`src/rtl/misc_exec_pkg.sv`:
```
// shared constants for the miscellaneous instruction executor
package misc_exec_pkg;
    // width of one data nibble (E and accumulator)
    localparam int NIB_W = 4;
    // operation codes presented by the decoder
    localparam logic [3:0] OP_NOP = 4'h0;
    localparam logic [3:0] OP_GIRQ_ON = 4'h1;
    localparam logic [3:0] OP_GIRQ_OFF = 4'h2;
    localparam logic [3:0] OP_EN_OR_HI = 4'h3;
    localparam logic [3:0] OP_EN_OR_LO = 4'h4;
    localparam logic [3:0] OP_DIS_HI = 4'h5;
    localparam logic [3:0] OP_DIS_LO = 4'h6;
    localparam logic [3:0] OP_SP_WRITE = 4'h7;
    localparam logic [3:0] OP_SP_READ = 4'h8;
    localparam logic [3:0] OP_HALT = 4'h9;
    localparam logic [3:0] OP_HOLD = 4'hA;
    localparam logic [3:0] OP_SER_GO = 4'hB;
    localparam logic [3:0] OP_SER_WRITE = 4'hC;
    localparam logic [3:0] OP_SER_READ = 4'hD;
    localparam logic [3:0] OP_BANK = 4'hE;
    // register byte offsets on the bus
    localparam logic [3:0] REG_STATUS = 4'h0;
    localparam logic [3:0] REG_SP = 4'h4;
    localparam logic [3:0] REG_SHIFT = 4'h8;
    localparam logic [3:0] REG_CTRL = 4'hC;
    // status field positions
    localparam int ST_EL_LSB = 0;
    localparam int ST_EH_LSB = 4;
    localparam int ST_GIE = 8;
    localparam int ST_ZF = 9;
    localparam int ST_BANK_LSB = 10;
    localparam int ST_HALT = 12;
    localparam int ST_HOLD = 13;
    localparam int ST_SER_BUSY = 14;
    localparam int ST_CORE_BUSY = 15;
    // control field positions
    localparam int CT_RUN = 0;
    localparam int CT_WAKE = 1;
    // reset values
    localparam logic CTRL_RUN_RST = 1'b1;
    localparam logic [7:0] SP_RST = 8'h00;
    localparam logic [3:0] NIB_RST = 4'h0;
    localparam logic [1:0] BANK_RST = 2'h0;
endpackage

```
`src/rtl/misc_instruction_execute.sv`:
```
// executor for interrupt, stack, standby, serial, nop and bank instructions
//
// The implementer's own choices: register access over Avalon-MM and the register addresses.
`timescale 1ns/1ns
// Summary of operation
// - global enable set instruction sets flag
// - global enable clear instruction clears flag
// - enable instructions OR immediate into nibble
// - disable instructions clear bits, update zero
// - stack write loads from E and accumulator
// - stack read returns value to E, accumulator
// - serial write loads shifter from E, accumulator
// - serial read returns shifter to E, accumulator
// - nop takes one cycle, changes nothing
// - bank select writes program counter bits 13:12
module misc_instruction_execute
    import misc_exec_pkg::*;
#(
    parameter int SP_W = 8
) (
    input wire logic clk_i,
    input wire logic rst_i,
    // decoded instruction from the core
    input wire logic op_valid_i,
    input wire logic [3:0] op_i,
    input wire logic [3:0] imm_i,
    input wire logic [3:0] e_i,
    input wire logic [3:0] ac_i,
    output logic op_ready_o,
    output logic op_done_o,
    // register writeback to E and accumulator
    output logic wb_valid_o,
    output logic [3:0] wb_e_o,
    output logic [3:0] wb_ac_o,
    // interrupt enable state
    output logic global_irq_enable_flag_o,
    output logic [3:0] irq_enable_high_nibble_o,
    output logic [3:0] irq_enable_low_nibble_o,
    output logic result_zero_flag_o,
    output logic zero_flag_write_o,
    // stack pointer and bank bits
    output logic [SP_W-1:0] stack_ptr_o,
    output logic [1:0] pc_bank_o,
    // standby
    input wire logic wake_i,
    output logic halt_mode_o,
    output logic hold_mode_o,
    // serial pins
    input wire logic serial_in_i,
    output logic serial_out_o,
    output logic serial_busy_o,
    // avalon-mm slave
    input wire logic [3:0] address_i,
    input wire logic read_i,
    input wire logic write_i,
    input wire logic [31:0] writedata_i,
    input wire logic [3:0] byteenable_i,
    output logic [31:0] readdata_o,
    output logic waitrequest_o
);
    // stack pointer is exactly the E:accumulator pair
    if (SP_W != 2 * NIB_W) begin : g_bad_sp
        $error("misc_instruction_execute: SP_W must equal two nibbles");
    end

    // unmapped offsets and unused read fields return zero
    localparam logic [31:0] RD_ZERO = 32'h0000_0000;
    // every writable register lives in the low byte lane
    localparam logic [3:0] BE_LOW = 4'h1;

    // executor phases
    typedef enum logic {S_IDLE, S_EXEC} exec_e;

    // all state of the executor
    typedef struct packed {
        exec_e st;
        logic [3:0] op;
        logic [3:0] imm;
        logic [3:0] e;
        logic [3:0] ac;
        logic gie;
        logic [3:0] eh;
        logic [3:0] el;
        logic zf;
        logic zf_wr;
        logic [SP_W-1:0] sp;
        logic [1:0] bank;
        logic halt;
        logic hold;
        logic ready;
        logic done;
        logic wb_valid;
        logic [3:0] wb_e;
        logic [3:0] wb_ac;
        logic ser_load;
        logic ser_go;
        logic [SP_W-1:0] ser_data;
        logic run_en;
        logic wait_n;
        logic [31:0] rdata;
    } exec_s;

    exec_s s_q; // registered state
    exec_s s_d; // next state

    logic [SP_W-1:0] ser_reg; // shifter contents
    logic ser_busy; // shifter running

    // byte address match on word-aligned offsets
    function automatic logic hit(input logic [3:0] addr, input logic [3:0] off);
        return addr == off;
    endfunction

    // clear selected enable bits, immediate is a mask
    function automatic logic [3:0] clr_bits(input logic [3:0] v, input logic [3:0] m);
        return v & ~m;
    endfunction

    // shift unit shares the stack pointer width
    serial_shift_unit #(
        .W(SP_W)
    ) u_shift (
        .clk_i(clk_i),
        .rst_i(rst_i),
        .load_i(s_q.ser_load),
        .data_i(s_q.ser_data),
        .go_i(s_q.ser_go),
        .sin_i(serial_in_i),
        .shreg_o(ser_reg),
        .sout_o(serial_out_o),
        .busy_o(ser_busy)
    );

    // next-state logic: instruction flow, standby and bus slave
    always_comb begin
        // scratch values, all given a value before any use
        logic [3:0] nib;
        logic req;
        logic acc;
        logic wake;
        nib = NIB_RST;
        req = 1'b0;
        acc = 1'b0;
        wake = 1'b0;
        s_d = s_q;
        // one-cycle pulses fall back by default
        s_d.done = 1'b0;
        s_d.zf_wr = 1'b0;
        s_d.wb_valid = 1'b0;
        s_d.ser_load = 1'b0;
        s_d.ser_go = 1'b0;

        // bus: waitrequest drops one cycle after a request appears
        req = read_i || write_i;
        acc = req && !s_q.wait_n;
        // a held request sees waitrequest low for one cycle, high the next, then low again,
        // so a request kept up past acceptance is accepted a second time
        s_d.wait_n = (req && s_q.wait_n) ? 1'b0 : 1'b1;
        // pin wake and control register wake share one path
        wake = wake_i;

        // bus read data captured while the request is held
        if (read_i && s_q.wait_n) begin
            s_d.rdata = RD_ZERO;
            if (hit(address_i, REG_STATUS)) begin
                s_d.rdata[ST_EL_LSB +: 4] = s_q.el;
                s_d.rdata[ST_EH_LSB +: 4] = s_q.eh;
                s_d.rdata[ST_GIE] = s_q.gie;
                s_d.rdata[ST_ZF] = s_q.zf;
                s_d.rdata[ST_BANK_LSB +: 2] = s_q.bank;
                s_d.rdata[ST_HALT] = s_q.halt;
                s_d.rdata[ST_HOLD] = s_q.hold;
                s_d.rdata[ST_SER_BUSY] = ser_busy;
                s_d.rdata[ST_CORE_BUSY] = (s_q.st == S_EXEC);
            end else if (hit(address_i, REG_SP)) begin
                s_d.rdata[SP_W-1:0] = s_q.sp;
            end else if (hit(address_i, REG_SHIFT)) begin
                s_d.rdata[SP_W-1:0] = ser_reg;
            end else if (hit(address_i, REG_CTRL)) begin
                s_d.rdata[CT_RUN] = s_q.run_en;
            end
        end

        // bus writes take effect on the accepting edge, low byte only
        if (write_i && acc && ((byteenable_i & BE_LOW) != 4'h0)) begin
            if (hit(address_i, REG_SP)) begin
                // the instruction path below overrides a same-cycle write
                s_d.sp = writedata_i[SP_W-1:0];
            end else if (hit(address_i, REG_CTRL)) begin
                s_d.run_en = writedata_i[CT_RUN];
                wake = wake || writedata_i[CT_WAKE];
            end
        end

        // instruction flow
        unique case (s_q.st)
            S_IDLE: begin
                if (op_valid_i && s_q.ready) begin
                    if (op_i == OP_NOP) begin
                        // single cycle, no state touched
                        s_d.done = 1'b1;
                    end else begin
                        // two-cycle group: latch operands, run next cycle
                        s_d.st = S_EXEC;
                        s_d.op = op_i;
                        s_d.imm = imm_i;
                        s_d.e = e_i;
                        s_d.ac = ac_i;
                    end
                end
            end
            S_EXEC: begin
                // second cycle: effects land on this edge
                s_d.st = S_IDLE;
                s_d.done = 1'b1;
                unique case (s_q.op)
                    OP_GIRQ_ON: begin
                        s_d.gie = 1'b1;
                    end
                    OP_GIRQ_OFF: begin
                        s_d.gie = 1'b0;
                    end
                    OP_EN_OR_HI: begin
                        s_d.eh = s_q.eh | s_q.imm;
                    end
                    OP_EN_OR_LO: begin
                        s_d.el = s_q.el | s_q.imm;
                    end
                    OP_DIS_HI: begin
                        nib = clr_bits(s_q.eh, s_q.imm);
                        s_d.eh = nib;
                        s_d.zf = (nib == NIB_RST);
                        s_d.zf_wr = 1'b1;
                    end
                    OP_DIS_LO: begin
                        nib = clr_bits(s_q.el, s_q.imm);
                        s_d.el = nib;
                        s_d.zf = (nib == NIB_RST);
                        s_d.zf_wr = 1'b1;
                    end
                    OP_SP_WRITE: begin
                        s_d.sp = {s_q.e, s_q.ac};
                    end
                    OP_SP_READ: begin
                        // E takes the upper nibble
                        s_d.wb_valid = 1'b1;
                        s_d.wb_e = s_q.sp[SP_W-1 -: NIB_W];
                        s_d.wb_ac = s_q.sp[NIB_W-1:0];
                    end
                    OP_SER_WRITE: begin
                        s_d.ser_load = 1'b1;
                        s_d.ser_data = {s_q.e, s_q.ac};
                    end
                    OP_SER_READ: begin
                        // contents as they stand in the execute cycle
                        s_d.wb_valid = 1'b1;
                        s_d.wb_e = ser_reg[SP_W-1 -: NIB_W];
                        s_d.wb_ac = ser_reg[NIB_W-1:0];
                    end
                    OP_SER_GO: begin
                        s_d.ser_go = 1'b1;
                    end
                    OP_BANK: begin
                        s_d.bank = s_q.imm[1:0];
                    end
                    OP_HALT: begin
                        s_d.halt = 1'b1;
                    end
                    OP_HOLD: begin
                        s_d.hold = 1'b1;
                    end
                    default: begin
                        // unknown codes finish with no effect
                        s_d.done = 1'b1;
                    end
                endcase
            end
        endcase

        // leaving standby; entry in the same cycle has priority
        if (wake && s_q.st != S_EXEC) begin
            s_d.halt = 1'b0;
            s_d.hold = 1'b0;
        end

        // accept a new instruction only when idle, awake and enabled
        // taken from the next state so the output is a flop, not a path
        s_d.ready = (s_d.st == S_IDLE) && !s_d.halt && !s_d.hold && s_d.run_en;
    end

    // state register
    // run enable comes up set so code runs straight after reset
    always_ff @(posedge clk_i) begin
        if (rst_i) begin
            s_q.st <= S_IDLE;
            s_q.op <= OP_NOP;
            s_q.imm <= NIB_RST;
            s_q.e <= NIB_RST;
            s_q.ac <= NIB_RST;
            s_q.gie <= 1'b0;
            s_q.eh <= NIB_RST;
            s_q.el <= NIB_RST;
            s_q.zf <= 1'b0;
            s_q.zf_wr <= 1'b0;
            s_q.sp <= SP_RST;
            s_q.bank <= BANK_RST;
            s_q.halt <= 1'b0;
            s_q.hold <= 1'b0;
            s_q.ready <= 1'b0;
            s_q.done <= 1'b0;
            s_q.wb_valid <= 1'b0;
            s_q.wb_e <= NIB_RST;
            s_q.wb_ac <= NIB_RST;
            s_q.ser_load <= 1'b0;
            s_q.ser_go <= 1'b0;
            s_q.ser_data <= SP_RST;
            s_q.run_en <= CTRL_RUN_RST;
            s_q.wait_n <= 1'b1;
            s_q.rdata <= RD_ZERO;
        end else begin
            s_q <= s_d;
        end
    end

    // outputs straight from the state register
    assign op_ready_o = s_q.ready;
    assign op_done_o = s_q.done;
    assign wb_valid_o = s_q.wb_valid;
    assign wb_e_o = s_q.wb_e;
    assign wb_ac_o = s_q.wb_ac;
    assign global_irq_enable_flag_o = s_q.gie;
    assign irq_enable_high_nibble_o = s_q.eh;
    assign irq_enable_low_nibble_o = s_q.el;
    assign result_zero_flag_o = s_q.zf;
    assign zero_flag_write_o = s_q.zf_wr;
    assign stack_ptr_o = s_q.sp;
    assign pc_bank_o = s_q.bank;
    assign halt_mode_o = s_q.halt;
    assign hold_mode_o = s_q.hold;
    // serial status comes from the shifter's own flops
    assign serial_busy_o = ser_busy;
    assign readdata_o = s_q.rdata;
    // waitrequest is high except in the single answering cycle
    assign waitrequest_o = s_q.wait_n;
endmodule

```
`src/rtl/serial_shift_unit.sv`:
```
// serial shift register with load, start and bit shifting
`timescale 1ns/1ns
module serial_shift_unit
    import misc_exec_pkg::*;
#(
    parameter int W = 8
) (
    input wire logic clk_i,
    input wire logic rst_i,
    input wire logic load_i,
    input wire logic [W-1:0] data_i,
    input wire logic go_i,
    input wire logic sin_i,
    output logic [W-1:0] shreg_o,
    output logic sout_o,
    output logic busy_o
);
    // counter must hold the value W
    localparam int CW = $clog2(W + 1);
    localparam logic [CW-1:0] CNT_ZERO = '0;
    localparam logic [CW-1:0] CNT_ONE = CW'(1);
    localparam logic [CW-1:0] CNT_FULL = CW'(W);

    if (W < 2) begin : g_bad_width
        $error("serial_shift_unit: W must be at least 2");
    end

    // all state of the shifter
    typedef struct packed {
        logic [W-1:0] sr;
        logic [CW-1:0] cnt;
        logic busy;
        logic sout;
    } ser_s;

    ser_s s_q; // registered state
    ser_s s_d; // next state

    // next-state logic
    always_comb begin
        s_d = s_q;
        if (load_i) begin
            // a load aborts any shift in flight
            s_d.sr = data_i;
            s_d.busy = 1'b0;
            s_d.cnt = CNT_ZERO;
        end else if (go_i && !s_q.busy) begin
            // start: busy rises next cycle, first bit appears one cycle later
            s_d.busy = 1'b1;
            s_d.cnt = CNT_FULL;
        end else if (s_q.busy) begin
            // msb first, input fills from the bottom
            s_d.sout = s_q.sr[W-1];
            s_d.sr = {s_q.sr[W-2:0], sin_i};
            s_d.cnt = s_q.cnt - CNT_ONE;
            s_d.busy = (s_q.cnt != CNT_ONE);
        end
    end

    // state register
    always_ff @(posedge clk_i) begin
        if (rst_i) begin
            s_q <= '0;
        end else begin
            s_q <= s_d;
        end
    end

    assign shreg_o = s_q.sr;
    assign sout_o = s_q.sout;
    assign busy_o = s_q.busy;
endmodule

```
`config.mk`:
```
export PLATFORM = sky130hd
export DESIGN_NAME = misc_instruction_execute
export DESIGN_NICKNAME = d
export VERILOG_FILES = /design/src/rtl/misc_exec_pkg.sv /design/src/rtl/misc_instruction_execute.sv /design/src/rtl/serial_shift_unit.sv
export SDC_FILE = /design/constraint.sdc
export NUM_CORES = 1
export LEC_CHECK = 0
export ABC_AREA = 1
export BUFFER_PORTS_ARGS = -buffer_cell sky130_fd_sc_hd__buf_4
export CAP_MARGIN = 30
export CORE_ASPECT_RATIO = 0.8
export CORE_UTILIZATION = 47
export CTS_CLUSTER_DIAMETER = 120
export DETAILED_ROUTE_END_ITERATION = 7
export HOLD_SLACK_MARGIN = 0.02
export PLACE_DENSITY_LB_ADDON = 0.05
export SLEW_MARGIN = 0
export SYNTH_ARGS = -nofsm -noshare
export SYNTH_HDL_FRONTEND = slang
export SYNTH_HIERARCHICAL = 1
export SYNTH_SLANG_ARGS = --single-unit
```
`constraint.sdc`:
```
create_clock -name clk_i -period 1.3 [get_ports clk_i]
set_clock_uncertainty 0.1 [all_clocks]
set_input_delay 0.39 -clock clk_i [delete_from_list [all_inputs] [get_ports clk_i]]
set_output_delay 0.39 -clock clk_i [all_outputs]
set_load 0.01 [all_outputs]
```
After elaboration in Yosys (flattened, before gate mapping)
Index checks and enable logic that the tools add are counted.

storage, ports and cells
  word-level logic and storage cells = 139
  output and inout bits = 69
  bits of input ports = 63
  bits in registers = 93

cells by class
  reduce and logical (&&, ||, !) cells = 41
  add/sub/neg operators = 1
  bitwise logic cells = 10
  muxes and demuxes = 38
  equal/unequal tests = 19

operators with widths
  operator              count
  $mux W8               7
  $eq A4 B4 Y1 const B  9
  $mux W17              2
  $eq A4 B3 Y1 const B  5
  $pmux W9 S2           1
  $logic_not A4 Y1      4
  $pmux W4 S2           2
  $reduce_and A2 Y1     8
  $mux W1               15
  $mux W14              1
  $reduce_bool A2 Y1    7
  $mux W13              1
  $mux W12              1
  $logic_and A1 B1 Y1   11
  $and A4 B4 Y4         2
  $eq A4 B2 Y1 const B  2
  $or A4 B4 Y4          2
  $mux W7               1
  $pmux W1 S2           3
  $reduce_and A3 Y1     2
  $mux W5               1
  $not A1 Y1            5
  $eq A4 B1 Y1 const B  1
  $logic_not A1 Y1      4
  other kinds (9)       12

Depth between registers and ports, before layout
  word-level depth = 12
  gate-level depth with buffers = 9
  mapped depth without buffers = 9

Cells and area by module
The synthesis kept the hierarchy.

by module, submodules not included
  module                    cells each  sequential area each (um^2)  area an instance (um^2)  times used
  misc_instruction_execute  554         1,581.5                      3,858.7                  1
  serial_shift_unit         112         280.3                        793.3                    1

Worst setup path before layout
Ideal clock, no wire load.

  kind = in2reg
  start = input address_i[1]
  end = register s_q, in the netlist stack_ptr_o[7]
  setup slack = -0.054 ns
  stages on the path = 9
  required time = 1.144 ns
  setup time = 0.056 ns
  arrival = 1.198 ns
  buffers on the path = 0
  path through = nor2_2 > nand2_1 > nor2_4 > nand2_2 > inv_2 > nand2_1 > nand3_1 > nand2_1 > inv_1

between the ends
  cells in the longest elaborated chain, start to end = 5

RTL lines
  what              RTL line                         text
  start, declared   misc_instruction_execute.sv:53   input wire logic [3:0] address_i,
  $eq A4 B3 Y1 (*)  misc_instruction_execute.sv:111  return addr == off;
  $mux W8 (*)       misc_instruction_execute.sv:186  if (hit(address_i, REG_SP)) begin
  $mux W8 (*)       misc_instruction_execute.sv:185  if (write_i && acc && ((byteenable_i & BE_LOW) != 4'h0)) begin
  $mux W8           misc_instruction_execute.sv:216  unique case (s_q.op)
  $mux W12 (*)      misc_instruction_execute.sv:196  unique case (s_q.st)
  end, declared     misc_instruction_execute.sv:103  exec_s s_q;

Mark *: on every way between the ends. The rest lies on a longest branch, timed or not.
A chain may end at the register's enable or synchronous reset.

Final worst setup path
  start = register s_q[93] in the netlist's numbering
  end = register s_q, in the netlist wb_ac_o[0]

between the ends
  cells in the longest elaborated chain, start to end = 3
  elaborated cells on any way between the ends = 5
  classes of those cells = eq/ne: 2; mux: 1; reduce/logical: 2

RTL lines
  what                                 RTL line
  $eq A4 B4 Y1                         misc_instruction_execute.sv:216
  $reduce_bool A2 Y1 (no source line)  --
  $reduce_and A2 Y1 (no source line)   --

Parallel ways exist; a longest one is shown, timed or not.

==> results.ini <==
[worst_setup_path]
crit_chain=buf_4 -> nand3_4 -> nand2_4 -> nand2_8 -> clkinv_8 -> o21ai_2 -> nor2_1
cp.arrival_ns=1.46
cp-end-kind=flop
cp.required_ns=1.44
crit_path_max_incr_delay_ns=0.38
start_kind=flop
cp_max_fo=8
rrSetupSlack_ns=-0.02
cp_slowest_cell=dfxtp_4
path_class=flop to flop

[sta]
final_max_slew_viol_count=0
max_freq_ghz=0.758
finalSetupViolCount=13
finalCritPeriodShare=1.01
fin_hold_ws_ns=0.146
finalHoldViolCount=0
setup_slack_ns=-0.0186
min_period_ns=1.32
final.setup.tns_ns=-0.101
rsz0062_at_grt=true

[final_layout]
nNetsFinal=840
num_antenna_cells=0
fin_cells=899
area_growth_pct=39.1
drive_gt1_frac=0.408

[run]
cap_violations=0

[yosys]
synth-seq-cells=93
syn_inst=666
synth_cell_types=35
synth.most_common_cell=nand2_1
syn-cell-area_sq_um=4650
synth_enable_flop_cells=0
yosysSeqAreaShare=0.400
ys.flop_type=dfxtp_1
yosysWarnings=6
synthTopCellsByArea=dfxtp_1 (40%), buf_4 (11%), nand2_1 (10%)
synth_area_per_cell_sq_um=6.98
postSynth.asyncResetShare=0
synthTopCellsByCount=nand2_1 (130), dfxtp_1 (93), nor2_1 (93)
synth_top_cell_by_area=dfxtp_1
yosys.area.top_type_share=0.400

[power_and_ir_drop]
p_switching_uw=1600
finalPower_uw=6360
seqPwrFrac=0.471
p_leak_uw=0.00295
comb_power_share=0.114
vdd_ir_drop_max_mv=0.610
p_clk_frac=0.415
power.density_nw_per_um2=983
intPower_uw=4760
sw_frac_of_total=0.251

[drt]
avgRoutedWirePerCell_microns=14.1
post-route-drc-count=0
drt_wl_total_microns=12600
met3_wirelength_microns=970
maxUsedRoutingLayer=met5
wl_met1_microns=5960
detail-route-antenna-nets=0
wl_met2_microns=5540
drt-initial-drc-count=309
first_pass_iters=5
viasPerCell=4.97
vias=4469

[hold_path]
min_path_type=primary input to flop

[grt]
gr-total-overflow=0
antenna_found_initial=1
grtUsageTotal=0.244
grt_max_degree=26
grt_pass1_wl_microns=19600
grt_pass1_vias=3896

[cts]
h-tree-depth=3
clock_tree.buffer_depth=2
path_clk_slew_ns=0.07
hold_buffers=0
clk_latency_ns=0.34
clock_sinks=93
cts_made_buffers=9
cts_tree=done
root_buffer=clkbuf_16

[place]
io_buffers=88
routabilityCongestion=0.841
dp_hpwl_microns=8860
dp_slack_ns=-0.232
place_inst=850

[die]
die_y_microns=91.0
core_sq_um=9610
row_count=32
dieArea_sq_um=10300
initial_core_util=0.484
die_x_microns=113
ios=132

[run_status]
violations=setup timing
status=finished with violations

## cells in the final DEF (no fill, tap or decap), types with 4 or more instances in the layout
cell type,instances
o21ai_1,22
dfxtp_1,40
inv_6,7
nor2_1,82
nor3_1,5
nor2_2,9
inv_1,61
o21ai_2,18
a21oi_1,33
dfxtp_2,38
buf_6,45
buf_4,116
o21ai_0,35
nand3_1,31
nand2_2,4
nand3_2,10
buf_12,4
nor2_4,8
nand2_1,125
dfxtp_4,15
conb_1,16
a21oi_2,4
inv_2,6
nand2_4,6
clkbuf_16,9
## power groups by stage
stage / clock network [uW] / registers (uW) / logic, uW
finish: 2640 / 3000 / 725
floorplan: 0 / 3040 / 373
CTS: 2680 / 2980 / 620
detailed placement: 0 / 3060 / 595
global placement: 0 / 3050 / 587
global route: 2790 / 3010 / 793
## final cells by class
type	count	area, sq um
Sequential cell	93	1970
Clock inverter	7	73.8
Clock buffer	9	225
Fill cell	845	3140
Tap cell	119	149
Timing Repair Buffer	165	1460
Inverter	76	329
Multi-Input combinational cell	430	2270
## critical path, delay by kind of cell (launching register included)
kind / cells / cell delay [ns]
and+or+nand+nor: 4 / 0.39
DFF: 1 / 0.38
buffers and inverters: 2 / 0.22
AOI/OAI and AO/OA: 1 / 0.11
## path summary, 6_finish.rpt
path | to | from | cells after the start
worst min-delay path | waitrequest_o | read_i | 2
worst min register to register | u_shift/sout_o | u_shift/sout_o | 2
worst max-delay path | wb_ac_o[0] | s_q[93] | 7
worst max register to register | wb_ac_o[0] | s_q[93] | 7
## stage by stage
stage,instance area [sq um],utilization
floorplan,4730,-
global placement,5340,0.555
detailed placement,5340,0.555
CTS,5880,0.612
global route,6470,0.673
finish,6470,0.673
## sequential cells by signal (all words and copies together) (netlist names), named ones only
register                  flops
global_irq_enable_flag_o      1
halt_mode_o                   1
hold_mode_o                   1
op_done_o                     1
op_ready_o                    1
pc_bank_o                     2
readdata_o                   16
result_zero_flag_o            1
s_q                          28
stack_ptr_o                   8
u_shift/busy_o                1
u_shift/s_q                   4
u_shift/shreg_o               8
u_shift/sout_o                1
waitrequest_o                 1
wb_ac_o                       4
wb_e_o                        4
wb_valid_o                    1
zero_flag_write_o             1
## metal layers
metal	up-vias	track usage
met1	2032	0.361
met2	164	0.356
met3	18	0.0574
met5	-	0
li1	2253	-
met4	2	0.0570
## repair_timing
action / in CTS / in global routing
setup buffers: 13 / 18
resized for setup: 62 / 157
gates cloned: 1 / 1
setup endpoints to repair: 67 / 106
pin swaps: 5 / 24
## cell families (layout without fill, tap and decap cells)
kind of cell	count (synthesis)	count (layout)	synth area share
flip-flops	93	93	0.400
AO/OA/AOI/OAI	121	121	0.133
AND/OR/NAND/NOR	288	290	0.270
other	1	16	0.000806
XOR/XNOR	1	1	0.00188
buffers and inverters	160	257	0.188
adder cells (fa/ha/maj)	2	2	0.00538
(Power assumes the default switching activity.)
